==> src/hw/tmr_pkg.sv <==
package tmr_pkg;

  // ==========================================================
  // Register byte addresses (8-bit data in the low lane)
  localparam logic [7:0] ADDR_CTRL_A   = 8'h00;
  localparam logic [7:0] ADDR_CTRL_B   = 8'h04;
  localparam logic [7:0] ADDR_CTRL_C   = 8'h08;
  localparam logic [7:0] ADDR_CNT_L    = 8'h0C;
  localparam logic [7:0] ADDR_CNT_H    = 8'h10;
  localparam logic [7:0] ADDR_CMPA_L   = 8'h14;
  localparam logic [7:0] ADDR_CMPA_H   = 8'h18;
  localparam logic [7:0] ADDR_CMPB_L   = 8'h1C;
  localparam logic [7:0] ADDR_CMPB_H   = 8'h20;
  localparam logic [7:0] ADDR_CAP_L    = 8'h24;
  localparam logic [7:0] ADDR_CAP_H    = 8'h28;
  localparam logic [7:0] ADDR_IRQ_FLAG = 8'h2C;
  localparam logic [7:0] ADDR_IRQ_MASK = 8'h30;
  localparam logic [7:0] ADDR_POWER    = 8'h34;

  // ==========================================================
  // Field positions
  localparam int CA_WGM_LSB = 0;
  localparam int CA_COMB_LSB = 4;
  localparam int CA_COMA_LSB = 6;
  localparam int CB_CS_LSB = 0;
  localparam int CB_WGM_LSB = 3;
  localparam int CB_EDGE = 6;
  localparam int CB_FILT = 7;
  localparam int CC_FORCE_B = 6;
  localparam int CC_FORCE_A = 7;
  localparam int FLAG_OVF = 0;
  localparam int FLAG_CMPA = 1;
  localparam int FLAG_CMPB = 2;
  localparam int FLAG_CAP = 5;
  localparam int PWR_OFF = 0;
  localparam logic [7:0] FLAG_USED = 8'h27;

  // ==========================================================
  // Reset values and counter landmarks
  localparam logic [7:0]  CTRL_RST   = 8'h00;
  localparam logic [7:0]  POWER_RST  = 8'h00;
  localparam logic [15:0] REG16_RST  = 16'h0000;
  localparam logic [15:0] CNT_BOTTOM = 16'h0000;
  localparam logic [15:0] CNT_MAX    = 16'hFFFF;
  localparam logic [15:0] TOP_8BIT   = 16'h00FF;
  localparam logic [15:0] TOP_9BIT   = 16'h01FF;
  localparam logic [15:0] TOP_10BIT  = 16'h03FF;

  // ==========================================================
  // Clock select codes and prescaler masks (divide by mask+1)
  localparam logic [2:0] CS_OFF      = 3'h0;
  localparam logic [2:0] CS_DIV1     = 3'h1;
  localparam logic [2:0] CS_DIV8     = 3'h2;
  localparam logic [2:0] CS_DIV64    = 3'h3;
  localparam logic [2:0] CS_DIV256   = 3'h4;
  localparam logic [2:0] CS_DIV1024  = 3'h5;
  localparam logic [2:0] CS_EXT_FALL = 3'h6;
  localparam logic [2:0] CS_EXT_RISE = 3'h7;
  localparam logic [9:0] PRE_M8      = 10'h007;
  localparam logic [9:0] PRE_M64     = 10'h03F;
  localparam logic [9:0] PRE_M256    = 10'h0FF;
  localparam logic [9:0] PRE_M1024   = 10'h3FF;
  localparam int FILT_SAMPLES = 4;

  // ==========================================================
  // Types
  typedef enum logic [4:0] {
    TOP_MAX  = 5'b00001,
    TOP_FIX8 = 5'b00010,
    TOP_FIX9 = 5'b00100,
    TOP_FIX10 = 5'b01000,
    TOP_CMPA = 5'b10000,
    TOP_CAP  = 5'b00000
  } top_src_t;

  typedef enum logic [1:0] {
    DIR_UP   = 2'b01,
    DIR_DOWN = 2'b10
  } dir_t;

endpackage
==> src/hw/pin_conditioner.sv <==
module pin_conditioner import tmr_pkg::*; (
  // Clock and reset
  input  wire logic clk,
  input  wire logic rstn,
  // Pin side
  input  wire logic pin,
  input  wire logic filt_en,
  // Clean level
  output logic      level
);

  logic                    meta_q;
  logic                    sync_q;
  logic                    level_q;
  logic [FILT_SAMPLES-1:0] hist_q;

  wire all_hi = &hist_q;
  wire all_lo = ~|hist_q;

  // ==========================================================
  // Two-stage synchroniser, then optional majority-free filter
  always_ff @(posedge clk or negedge rstn) begin
    if (!rstn) begin
      meta_q  <= 1'b0;
      sync_q  <= 1'b0;
      hist_q  <= '0;
      level_q <= 1'b0;
    end else begin
      meta_q <= pin;
      sync_q <= meta_q;
      hist_q <= {hist_q[FILT_SAMPLES-2:0], sync_q};
      if (!filt_en) begin
        level_q <= sync_q;
      end else if (all_hi) begin
        level_q <= 1'b1;
      end else if (all_lo) begin
        level_q <= 1'b0;
      end
    end
  end

  assign level = level_q;
endmodule

==> src/hw/timer16.sv <==
// Functional notes
// - 16-bit registers byte-paired, control bytes free
// - Every source flagged and individually maskable
// - Tick from prescaler or pin; none stops
// - Buffered compares compared on each tick except the first after a count write, drive outputs
// - Compare match sets its channel flag
// - Capture edge copies count, optional filter first
// - TOP from fixed values, compare A, capture
// - Compare-A TOP buffered in PWM modes only, channel A PWM off
// - BOTTOM is 0000, MAX is FFFF
// - One shared high-byte latch per timer
// - Low write loads latch plus low byte
// - Count or capture low read copies high byte into latch
// - Compare reads bypass the latch entirely
// - Count write beats clear or count
// - Overflow flag set where mode defines
// - Capture flag set with capture copy
// - Filter needs four equal samples
module timer16 import tmr_pkg::*; (
  // Clock and reset
  input  wire logic        CLK,
  input  wire logic        RSTN,
  // APB slave
  input  wire logic        PSEL,
  input  wire logic        PENABLE,
  input  wire logic        PWRITE,
  input  wire logic [7:0]  PADDR,
  input  wire logic [31:0] PWDATA,
  output logic      [31:0] PRDATA,
  output logic             PREADY,
  output logic             PSLVERR,
  // Pins
  input  wire logic        EXT_COUNT_PIN,
  input  wire logic        CAPTURE_PIN,
  output logic             COMPARE_OUTPUT_PIN_A,
  output logic             COMPARE_OUTPUT_PIN_B,
  // Interrupt requests
  output logic             IRQ_OVF,
  output logic             IRQ_CMPA,
  output logic             IRQ_CMPB,
  output logic             IRQ_CAP
);

  logic [7:0]  ctrl_a_q, ctrl_b_q, power_q, mask_q, flag_q, temp_q;
  logic [7:0]  flag_d, mask_d, temp_d, rbyte;
  logic [15:0] count_value_q, count_value_d;
  logic [15:0] cmpa_buf_q, cmpb_buf_q, cmpa_q, cmpb_q, cap_q;
  logic [15:0] top_val;
  logic [9:0]  pre_q;
  logic [31:0] prdata_q;
  logic [3:0]  irq_q;
  logic        pready_q, pslverr_q, oca_q, ocb_q, blk_q;
  logic        ext_prev_q, cap_prev_q, ext_lvl, cap_lvl, tick;
  logic        dual, pwm;
  dir_t        dir_q, dir_d;
  top_src_t    top_sel;

  // ==========================================================
  // APB decode: one wait state; writes act on completion edge, low-read latch copy one edge earlier
  wire acc_prep = PSEL & PENABLE & ~pready_q;
  wire acc_done = PSEL & PENABLE & pready_q;
  wire sel_ca   = PADDR == ADDR_CTRL_A;
  wire sel_cb   = PADDR == ADDR_CTRL_B;
  wire sel_cc   = PADDR == ADDR_CTRL_C;
  wire sel_cl   = PADDR == ADDR_CNT_L;
  wire sel_ch   = PADDR == ADDR_CNT_H;
  wire sel_al   = PADDR == ADDR_CMPA_L;
  wire sel_ah   = PADDR == ADDR_CMPA_H;
  wire sel_bl   = PADDR == ADDR_CMPB_L;
  wire sel_bh   = PADDR == ADDR_CMPB_H;
  wire sel_il   = PADDR == ADDR_CAP_L;
  wire sel_ih   = PADDR == ADDR_CAP_H;
  wire sel_fl   = PADDR == ADDR_IRQ_FLAG;
  wire sel_mk   = PADDR == ADDR_IRQ_MASK;
  wire sel_pw   = PADDR == ADDR_POWER;
  wire addr_ok  = |{sel_ca, sel_cb, sel_cc, sel_cl, sel_ch, sel_al, sel_ah,
                    sel_bl, sel_bh, sel_il, sel_ih, sel_fl, sel_mk, sel_pw};
  wire wr_done  = acc_done & PWRITE & addr_ok;
  wire rd_prep  = acc_prep & ~PWRITE & addr_ok;
  wire [7:0] wbyte = PWDATA[7:0];
  wire wr_cnt   = wr_done & sel_cl;
  wire [3:0] wgm = {ctrl_b_q[CB_WGM_LSB+1:CB_WGM_LSB], ctrl_a_q[CA_WGM_LSB+1:CA_WGM_LSB]};
  wire [2:0] cs  = ctrl_b_q[CB_CS_LSB+2:CB_CS_LSB];
  wire active    = ~power_q[PWR_OFF];
  wire top_a     = top_sel == TOP_CMPA;
  wire top_cap   = top_sel == TOP_CAP;

  always_comb begin
    unique case (1'b1)
      sel_ca:  rbyte = ctrl_a_q;
      sel_cb:  rbyte = ctrl_b_q;
      sel_cl:  rbyte = count_value_q[7:0];
      sel_al:  rbyte = cmpa_buf_q[7:0];
      sel_ah:  rbyte = cmpa_buf_q[15:8];
      sel_bl:  rbyte = cmpb_buf_q[7:0];
      sel_bh:  rbyte = cmpb_buf_q[15:8];
      sel_il:  rbyte = cap_q[7:0];
      sel_ch, sel_ih: rbyte = temp_q;
      sel_fl:  rbyte = flag_q;
      sel_mk:  rbyte = mask_q;
      sel_pw:  rbyte = power_q;
      default: rbyte = 8'h00;
    endcase
  end

  // ==========================================================
  // Mode decode: TOP source, slope and PWM
  always_comb begin
    dual = 1'b0;
    pwm  = 1'b0;
    unique case (wgm)
      4'h1: begin top_sel = TOP_FIX8;  dual = 1'b1; pwm = 1'b1; end
      4'h2: begin top_sel = TOP_FIX9;  dual = 1'b1; pwm = 1'b1; end
      4'h3: begin top_sel = TOP_FIX10; dual = 1'b1; pwm = 1'b1; end
      4'h4: top_sel = TOP_CMPA;
      4'h5: begin top_sel = TOP_FIX8;  pwm = 1'b1; end
      4'h6: begin top_sel = TOP_FIX9;  pwm = 1'b1; end
      4'h7: begin top_sel = TOP_FIX10; pwm = 1'b1; end
      4'h8, 4'hA: begin top_sel = TOP_CAP;  dual = 1'b1; pwm = 1'b1; end
      4'h9, 4'hB: begin top_sel = TOP_CMPA; dual = 1'b1; pwm = 1'b1; end
      4'hC: top_sel = TOP_CAP;
      4'hE: begin top_sel = TOP_CAP;  pwm = 1'b1; end
      4'hF: begin top_sel = TOP_CMPA; pwm = 1'b1; end
      default: top_sel = TOP_MAX;
    endcase
  end

  always_comb begin
    unique case (top_sel)
      TOP_FIX8:  top_val = TOP_8BIT;
      TOP_FIX9:  top_val = TOP_9BIT;
      TOP_FIX10: top_val = TOP_10BIT;
      TOP_CMPA:  top_val = cmpa_q;
      TOP_CAP:   top_val = cap_q;
      default:   top_val = CNT_MAX;
    endcase
  end

  // ==========================================================
  // Pin conditioning and timer tick
  pin_conditioner u_ext (
    .clk     (CLK),
    .rstn    (RSTN),
    .pin     (EXT_COUNT_PIN),
    .filt_en (1'b0),
    .level   (ext_lvl)
  );

  pin_conditioner u_cap (
    .clk     (CLK),
    .rstn    (RSTN),
    .pin     (CAPTURE_PIN),
    .filt_en (ctrl_b_q[CB_FILT]),
    .level   (cap_lvl)
  );

  always_comb begin
    unique case (cs)
      CS_DIV1:     tick = 1'b1;
      CS_DIV8:     tick = (pre_q & PRE_M8) == PRE_M8;
      CS_DIV64:    tick = (pre_q & PRE_M64) == PRE_M64;
      CS_DIV256:   tick = (pre_q & PRE_M256) == PRE_M256;
      CS_DIV1024:  tick = pre_q == PRE_M1024;
      CS_EXT_FALL: tick = ext_prev_q & ~ext_lvl;
      CS_EXT_RISE: tick = ~ext_prev_q & ext_lvl;
      default:     tick = 1'b0;
    endcase
    tick = tick & active;
  end

  // ==========================================================
  // Counter unit
  wire at_top = count_value_q == top_val;
  wire at_bot = count_value_q == CNT_BOTTOM;
  wire up     = dir_q == DIR_UP;

  always_comb begin
    count_value_d = count_value_q;
    dir_d         = dual ? dir_q : DIR_UP;
    if (wr_cnt) begin
      count_value_d = {temp_q, wbyte};
    end else if (tick && dual) begin
      if (up && at_top) begin
        dir_d         = DIR_DOWN;
        count_value_d = count_value_q - 16'h0001;
      end else if (!up && at_bot) begin
        dir_d         = DIR_UP;
        count_value_d = count_value_q + 16'h0001;
      end else begin
        count_value_d = up ? count_value_q + 16'h0001 : count_value_q - 16'h0001;
      end
    end else if (tick) begin
      count_value_d = at_top ? CNT_BOTTOM : count_value_q + 16'h0001;
    end
  end

  // ==========================================================
  // Events: matches are suppressed on the tick after a count write
  wire match_a = tick & ~blk_q & (count_value_q == cmpa_q);
  wire match_b = tick & ~blk_q & (count_value_q == cmpb_q);
  wire ovf_ev  = tick & (pwm ? (dual ? (~up & at_bot) : at_top)
                             : (count_value_q == CNT_MAX));
  wire cap_edge = ctrl_b_q[CB_EDGE] ? (cap_lvl & ~cap_prev_q) : (~cap_lvl & cap_prev_q);
  wire cap_ev  = active & ~top_cap & cap_edge;
  wire frc_a   = wr_done & sel_cc & wbyte[CC_FORCE_A] & ~pwm;
  wire frc_b   = wr_done & sel_cc & wbyte[CC_FORCE_B] & ~pwm;
  wire [7:0] ev_v  = {2'b00, cap_ev, 2'b00, match_b, match_a, ovf_ev};
  wire [7:0] clr_v = (wr_done & sel_fl) ? wbyte : 8'h00;

  // Set wins over a write-one clear in the same cycle
  assign flag_d = ((flag_q & ~clr_v) | ev_v) & FLAG_USED;
  assign mask_d = (wr_done & sel_mk) ? (wbyte & FLAG_USED) : mask_q;

  always_comb begin
    temp_d = temp_q;
    if (wr_done && (sel_ch || sel_ah || sel_bh || sel_ih)) begin
      temp_d = wbyte;
    end else if (rd_prep && sel_cl) begin
      temp_d = count_value_q[15:8];
    end else if (rd_prep && sel_il) begin
      temp_d = cap_q[15:8];
    end
  end

  // ==========================================================
  // Waveform generator
  function automatic logic oc_next(input logic cur, input logic [1:0] com,
                                   input logic hit, input logic wrap,
                                   input logic pwm_m, input logic dual_m,
                                   input logic up_m);
    logic v;
    v = cur;
    if (com == 2'b00 || (pwm_m && com == 2'b01)) begin
      v = 1'b0;
    end else if (!pwm_m) begin
      if (hit) v = (com == 2'b01) ? ~cur : com[0];
    end else if (dual_m) begin
      if (hit) v = up_m ? com[0] : ~com[0];
    end else if (hit) begin
      v = com[0];
    end else if (wrap) begin
      v = ~com[0];
    end
    return v;
  endfunction

  wire wrap = tick & at_top;
  wire oca_d = (pwm && top_a) ? 1'b0 :
               oc_next(oca_q, ctrl_a_q[CA_COMA_LSB+1:CA_COMA_LSB],
                       match_a | frc_a, wrap, pwm, dual, up);
  wire ocb_d = oc_next(ocb_q, ctrl_a_q[CA_COMB_LSB+1:CA_COMB_LSB],
                       match_b | frc_b, wrap, pwm, dual, up);

  // ==========================================================
  // Register file and state
  always_ff @(posedge CLK or negedge RSTN) begin
    if (!RSTN) begin
      ctrl_a_q      <= CTRL_RST;
      ctrl_b_q      <= CTRL_RST;
      power_q       <= POWER_RST;
      mask_q        <= CTRL_RST;
      flag_q        <= CTRL_RST;
      temp_q        <= CTRL_RST;
      count_value_q <= REG16_RST;
      cmpa_buf_q    <= REG16_RST;
      cmpb_buf_q    <= REG16_RST;
      cmpa_q        <= REG16_RST;
      cmpb_q        <= REG16_RST;
      cap_q         <= REG16_RST;
      dir_q         <= DIR_UP;
      pre_q         <= 10'h000;
      blk_q         <= 1'b0;
      ext_prev_q    <= 1'b0;
      cap_prev_q    <= 1'b0;
      oca_q         <= 1'b0;
      ocb_q         <= 1'b0;
      irq_q         <= 4'h0;
    end else begin
      if (wr_done && sel_ca) ctrl_a_q <= wbyte;
      if (wr_done && sel_cb) ctrl_b_q <= wbyte;
      if (wr_done && sel_pw) power_q <= wbyte;
      if (wr_done && sel_al) cmpa_buf_q <= {temp_q, wbyte};
      if (wr_done && sel_bl) cmpb_buf_q <= {temp_q, wbyte};
      // Live compare values reload at TOP in PWM modes, glitch-free
      if (!pwm || wrap) begin
        cmpa_q <= cmpa_buf_q;
        cmpb_q <= cmpb_buf_q;
      end
      if (cap_ev) begin
        cap_q <= count_value_q;
      end else if (wr_done && sel_il && top_cap) begin
        cap_q <= {temp_q, wbyte};
      end
      mask_q        <= mask_d;
      flag_q        <= flag_d;
      temp_q        <= temp_d;
      count_value_q <= count_value_d;
      dir_q         <= dir_d;
      pre_q         <= active ? pre_q + 10'h001 : 10'h000;
      blk_q         <= wr_cnt | (blk_q & ~tick);
      ext_prev_q    <= ext_lvl;
      cap_prev_q    <= cap_lvl;
      oca_q         <= oca_d;
      ocb_q         <= ocb_d;
      irq_q         <= {flag_d[FLAG_CAP], flag_d[FLAG_CMPB], flag_d[FLAG_CMPA],
                        flag_d[FLAG_OVF]} & {mask_d[FLAG_CAP], mask_d[FLAG_CMPB],
                        mask_d[FLAG_CMPA], mask_d[FLAG_OVF]};
    end
  end

  always_ff @(posedge CLK or negedge RSTN) begin
    if (!RSTN) begin
      prdata_q  <= 32'h0000_0000;
      pready_q  <= 1'b0;
      pslverr_q <= 1'b0;
    end else begin
      pready_q  <= acc_prep;
      pslverr_q <= acc_prep & ~addr_ok;
      if (acc_prep) prdata_q <= rd_prep ? {24'h00_0000, rbyte} : 32'h0000_0000;
    end
  end

  assign PRDATA               = prdata_q;
  assign PREADY               = pready_q;
  assign PSLVERR              = pslverr_q;
  assign COMPARE_OUTPUT_PIN_A = oca_q;
  assign COMPARE_OUTPUT_PIN_B = ocb_q;
  assign IRQ_OVF              = irq_q[0];
  assign IRQ_CMPA             = irq_q[1];
  assign IRQ_CMPB             = irq_q[2];
  assign IRQ_CAP              = irq_q[3];
endmodule

==> config.mk <==
export PLATFORM = sky130hd
export DESIGN_NAME = timer16
export DESIGN_NICKNAME = d
export VERILOG_FILES = /design/src/hw/tmr_pkg.sv /design/src/hw/pin_conditioner.sv /design/src/hw/timer16.sv
export SDC_FILE = /design/constraint.sdc
export NUM_CORES = 1
export LEC_CHECK = 0
export BUFFER_PORTS_ARGS = -buffer_cell sky130_fd_sc_hd__buf_2
export CAP_MARGIN = 20
export CORE_UTILIZATION = 58
export DETAILED_ROUTE_END_ITERATION = 8
export PLACE_DENSITY = 0.78
export SETUP_SLACK_MARGIN = 0.1
export SLEW_MARGIN = 40
export SYNTH_ARGS = -nofsm -noshare
export SYNTH_HDL_FRONTEND = slang
export SYNTH_HIERARCHICAL = 1
export SYNTH_SLANG_ARGS = --single-unit
export TNS_END_PERCENT = 10
==> constraint.sdc <==
create_clock -name CLK -period 4.35 [get_ports CLK]
set_clock_uncertainty 0.1 [all_clocks]
set_input_delay 0.6525 -clock CLK [delete_from_list [all_inputs] [get_ports CLK]]
set_output_delay 0.6525 -clock CLK [all_outputs]
set_load 0.01 [all_outputs]
==> results.sh <==
export IMPL_nNetsFinal=1160
export IMPL_postCtsHoldBufs=0
export IMPL_synthToLayoutAreaGrowth_pct=9.80
export IMPL_async_flop_share=1.00
export IMPL_synth_edff_count=0
export IMPL_synth_cells=1083
export IMPL_final_cell_mix="dfrtp_1 (180), nand2_1 (88), mux2_2 (80)"
export IMPL_finalCritPeriodShare=0.891
export IMPL_max_freq_mhz=258
export IMPL_antenna_found_initial=1
export IMPL_avgSynthCellArea_sq_um=9.68
export IMPL_cts_setup_buffers=0
export IMPL_cap_viol_max_count=0
export IMPL_io_pins=87
export IMPL_grt_pass1_wl_microns=51100
export IMPL_worstHoldPathType="input port to asynchronous set/reset pin"
export IMPL_drv_slew=0
export IMPL_dp_hpwl_microns=23400
export IMPL_hold_viol=0
export IMPL_initial_core_util=0.600
export IMPL_crit_path_end_kind="register"
export IMPL_cts_resized=0
export IMPL_power_density_nw_per_um2=378
export IMPL_relSlewSlack=0.461
export IMPL_fp_row_count=48
export IMPL_firstDrtPassIters=6
export IMPL_clk_pin_slew_worst_paths_ns=0.08
export IMPL_synth_area_top_cells="dfrtp_1 (43%), mux2_2 (8.6%), nand2_1 (3.2%)"
export IMPL_grt_pass1_vias=8665
export IMPL_crit_top_cell="nor2_1"
export IMPL_layout_commonest_cell="dfrtp_1"
export IMPL_coreArea_sq_um=17500
export IMPL_grt_start_max_net_pins=84
export IMPL_worstSetupStartpointType="register"
export IMPL_peakVddDrop_uv=335
export IMPL_wire_per_inst_microns=24.8
export IMPL_gp_congestion=1.01
export IMPL_worst_slew_pin_slew_ns=0.803
export IMPL_synth_cell_area_sq_um=10500
export IMPL_crit_buf_inv=0
export IMPL_clk_latency_ns=0.45
export IMPL_grtUsageTotal=0.377
export IMPL_cts_tree="built"
export IMPL_slowest_stage="nor2_1"
export IMPL_die_h_microns=136
export IMPL_via_per_inst=6.84
export IMPL_die_w_microns=136
export IMPL_port_buffers=38
export IMPL_numCtsBuffers=17
export IMPL_rsz0062_at_grt="false"
export IMPL_num_vias=9224
export IMPL_cp_top_family="simple AND/OR/NAND/NOR gates"
export IMPL_synth_flop_cell="dfrtp_1"
export IMPL_wirelength_microns=33400
export IMPL_drtIter0Drc=1455
export IMPL_htreeDepth=4
export IMPL_synthDominantCellAreaShare=0.430
export IMPL_path_cells="ha_1 -> nand3_1 -> o311ai_0 -> a32oi_1 -> nor2_1 -> nand2_1 -> nor2_1 -> nor2_1 -> a2111oi_0 -> nor3_1"
export IMPL_status="finished, final reports clean"
export IMPL_die_area_sq_um=18600
export IMPL_synth_seq_cells=181
export IMPL_clock_path_buffers=2
export IMPL_path_class="register to register"
export IMPL_layout_drive_gt1_share=0.186
export IMPL_root_buffer="clkbuf_16"
export IMPL_synth_largest_area_cell="dfrtp_1"
export IMPL_tns_ns=0
export IMPL_required_ns=4.57
export IMPL_setup_viol=0
export IMPL_overflow=0
export IMPL_drc=0
export IMPL_total_power_mw=4.35
export IMPL_yosysSeqAreaShare=0.432
export IMPL_p_leak_nw=5.06
export IMPL_cts_num_sinks=181
export IMPL_ys_types=73
export IMPL_layout_min_cycle_time_ns=3.88
export IMPL_crit_arrival_ns=4.09
export IMPL_cpPeakStageDelay_ns=0.56
export IMPL_worstPathMaxFanout=8
export IMPL_ant_nets=0
export IMPL_yosys_warnings=6
==> worst register-to-register path: stages (launching register included) <==
cell	delay, ns
dfrtp_1	0.38
ha_1	0.19
nand3_1	0.23
o311ai_0	0.42
a32oi_1	0.24
nor2_1	0.56
nand2_1	0.35
nor2_1	0.41
nor2_1	0.27
a2111oi_0	0.49
nor3_1	0.12
==> metrics by stage <==
step / utilization / setup WS, ns / hold slack [ns] / instances / cell area [sq um]
3_5_place_dp: 0.624 / 0.649 / 0.238 / 1315 / 10900
2_1_floorplan: - / 1.25 / 0.231 / 1108 / 10600
4_1_cts: 0.659 / 0.614 / 0.162 / 1347 / 11500
5_1_grt: 0.659 / 0.243 / 0.192 / 1347 / 11500
6_report: 0.659 / 0.474 / 0.127 / 1348 / 11500
3_3_place_gp: 0.624 / 0.667 / 0.236 / 1315 / 10900
==> per-layer routing <==
layer  track usage  vias up  share of wire
met5             0        -              0
met4         0.222        0          0.060
met3         0.115      142           0.12
met2         0.534      623           0.43
met1         0.507     4429           0.39
li1              -     4030              -
==> worst paths after layout <==
check / startpoint / end / slack, ns / cells after the start
max reg2reg: pre_q[0] / count_value_q[6] / 0.47 / 10
max: pre_q[0] / count_value_q[6] / 0.47 / 10
min in group CLK: EXT_COUNT_PIN / u_ext/meta_q / 0.20 / 1
max in group asynchronous: RSTN / cmpa_q[1] / 3.05 / 2
min reg2reg: u_cap/meta_q / u_cap/sync_q / 0.25 / 0
min: RSTN / count_value_q[7] / 0.13 / 1
==> flip-flops by register name, summed over array words and instances, names as in the netlist, 8 cells and up <==
name           flops
cmpb_q            16
temp_q             8
cmpa_buf_q        16
ctrl_a_q           8
PRDATA             8
pre_q             10
count_value_q     16
power_q            8
cmpb_buf_q        16
ctrl_b_q           8
cmpa_q            16
cap_q             16
==> report_power, final <==
group	internal [mW]	total (mW)	switching (mW)
clock	0.779	1.57	0.792
sequential	1.76	2.01	0.256
combinational	0.295	0.769	0.474
total	2.83	4.35	1.52
==> area by class of cell <==
| class | count | area, sq um |
|---|---|---|
| Fill cell | 1393 | 5970 |
| Multi-Input combinational cell | 800 | 5470 |
| Sequential cell | 181 | 4530 |
| Timing Repair Buffer | 78 | 512 |
| Clock buffer | 17 | 425 |
| Tap cell | 225 | 282 |
| Clock inverter | 15 | 175 |
| Inverter | 31 | 116 |
| Antenna cell | 1 | 2.50 |
==> logic make-up after synthesis <==
kind of cell	synth area share
simple gates	0.170
xor+xnor	0.0393
buf+inv	0.0578
other cells	0.000358
fa+ha+maj	0.00477
mux	0.111
flops	0.432
compound gates	0.185
==> Yosys cell counts, drive strengths merged, types with 6 or more instances <==
| cell type | instances |
|---|---|
| a221oi | 24 |
| clkbuf | 52 |
| dfrtp | 180 |
| nand2 | 89 |
| mux2i | 26 |
| nor2 | 68 |
| and3 | 10 |
| xor2 | 30 |
| o32ai | 7 |
| nand2b | 13 |
| a21oi | 26 |
| a311o | 7 |
| or3 | 11 |
| a211oi | 8 |
| o31ai | 11 |
| buf | 44 |
| a31oi | 21 |
| o221ai | 6 |
| a22o | 19 |
| o21ai | 63 |
| o311ai | 6 |
| nand3 | 37 |
| a22oi | 19 |
| nor4 | 17 |
| nor3 | 29 |
| o22ai | 9 |
| nor2b | 10 |
| a21o | 16 |
| and2 | 7 |
| mux2 | 80 |
| or4 | 7 |
| nand4 | 16 |
| xnor2 | 17 |
| inv | 30 |
Power figures use the tool's default switching activity.
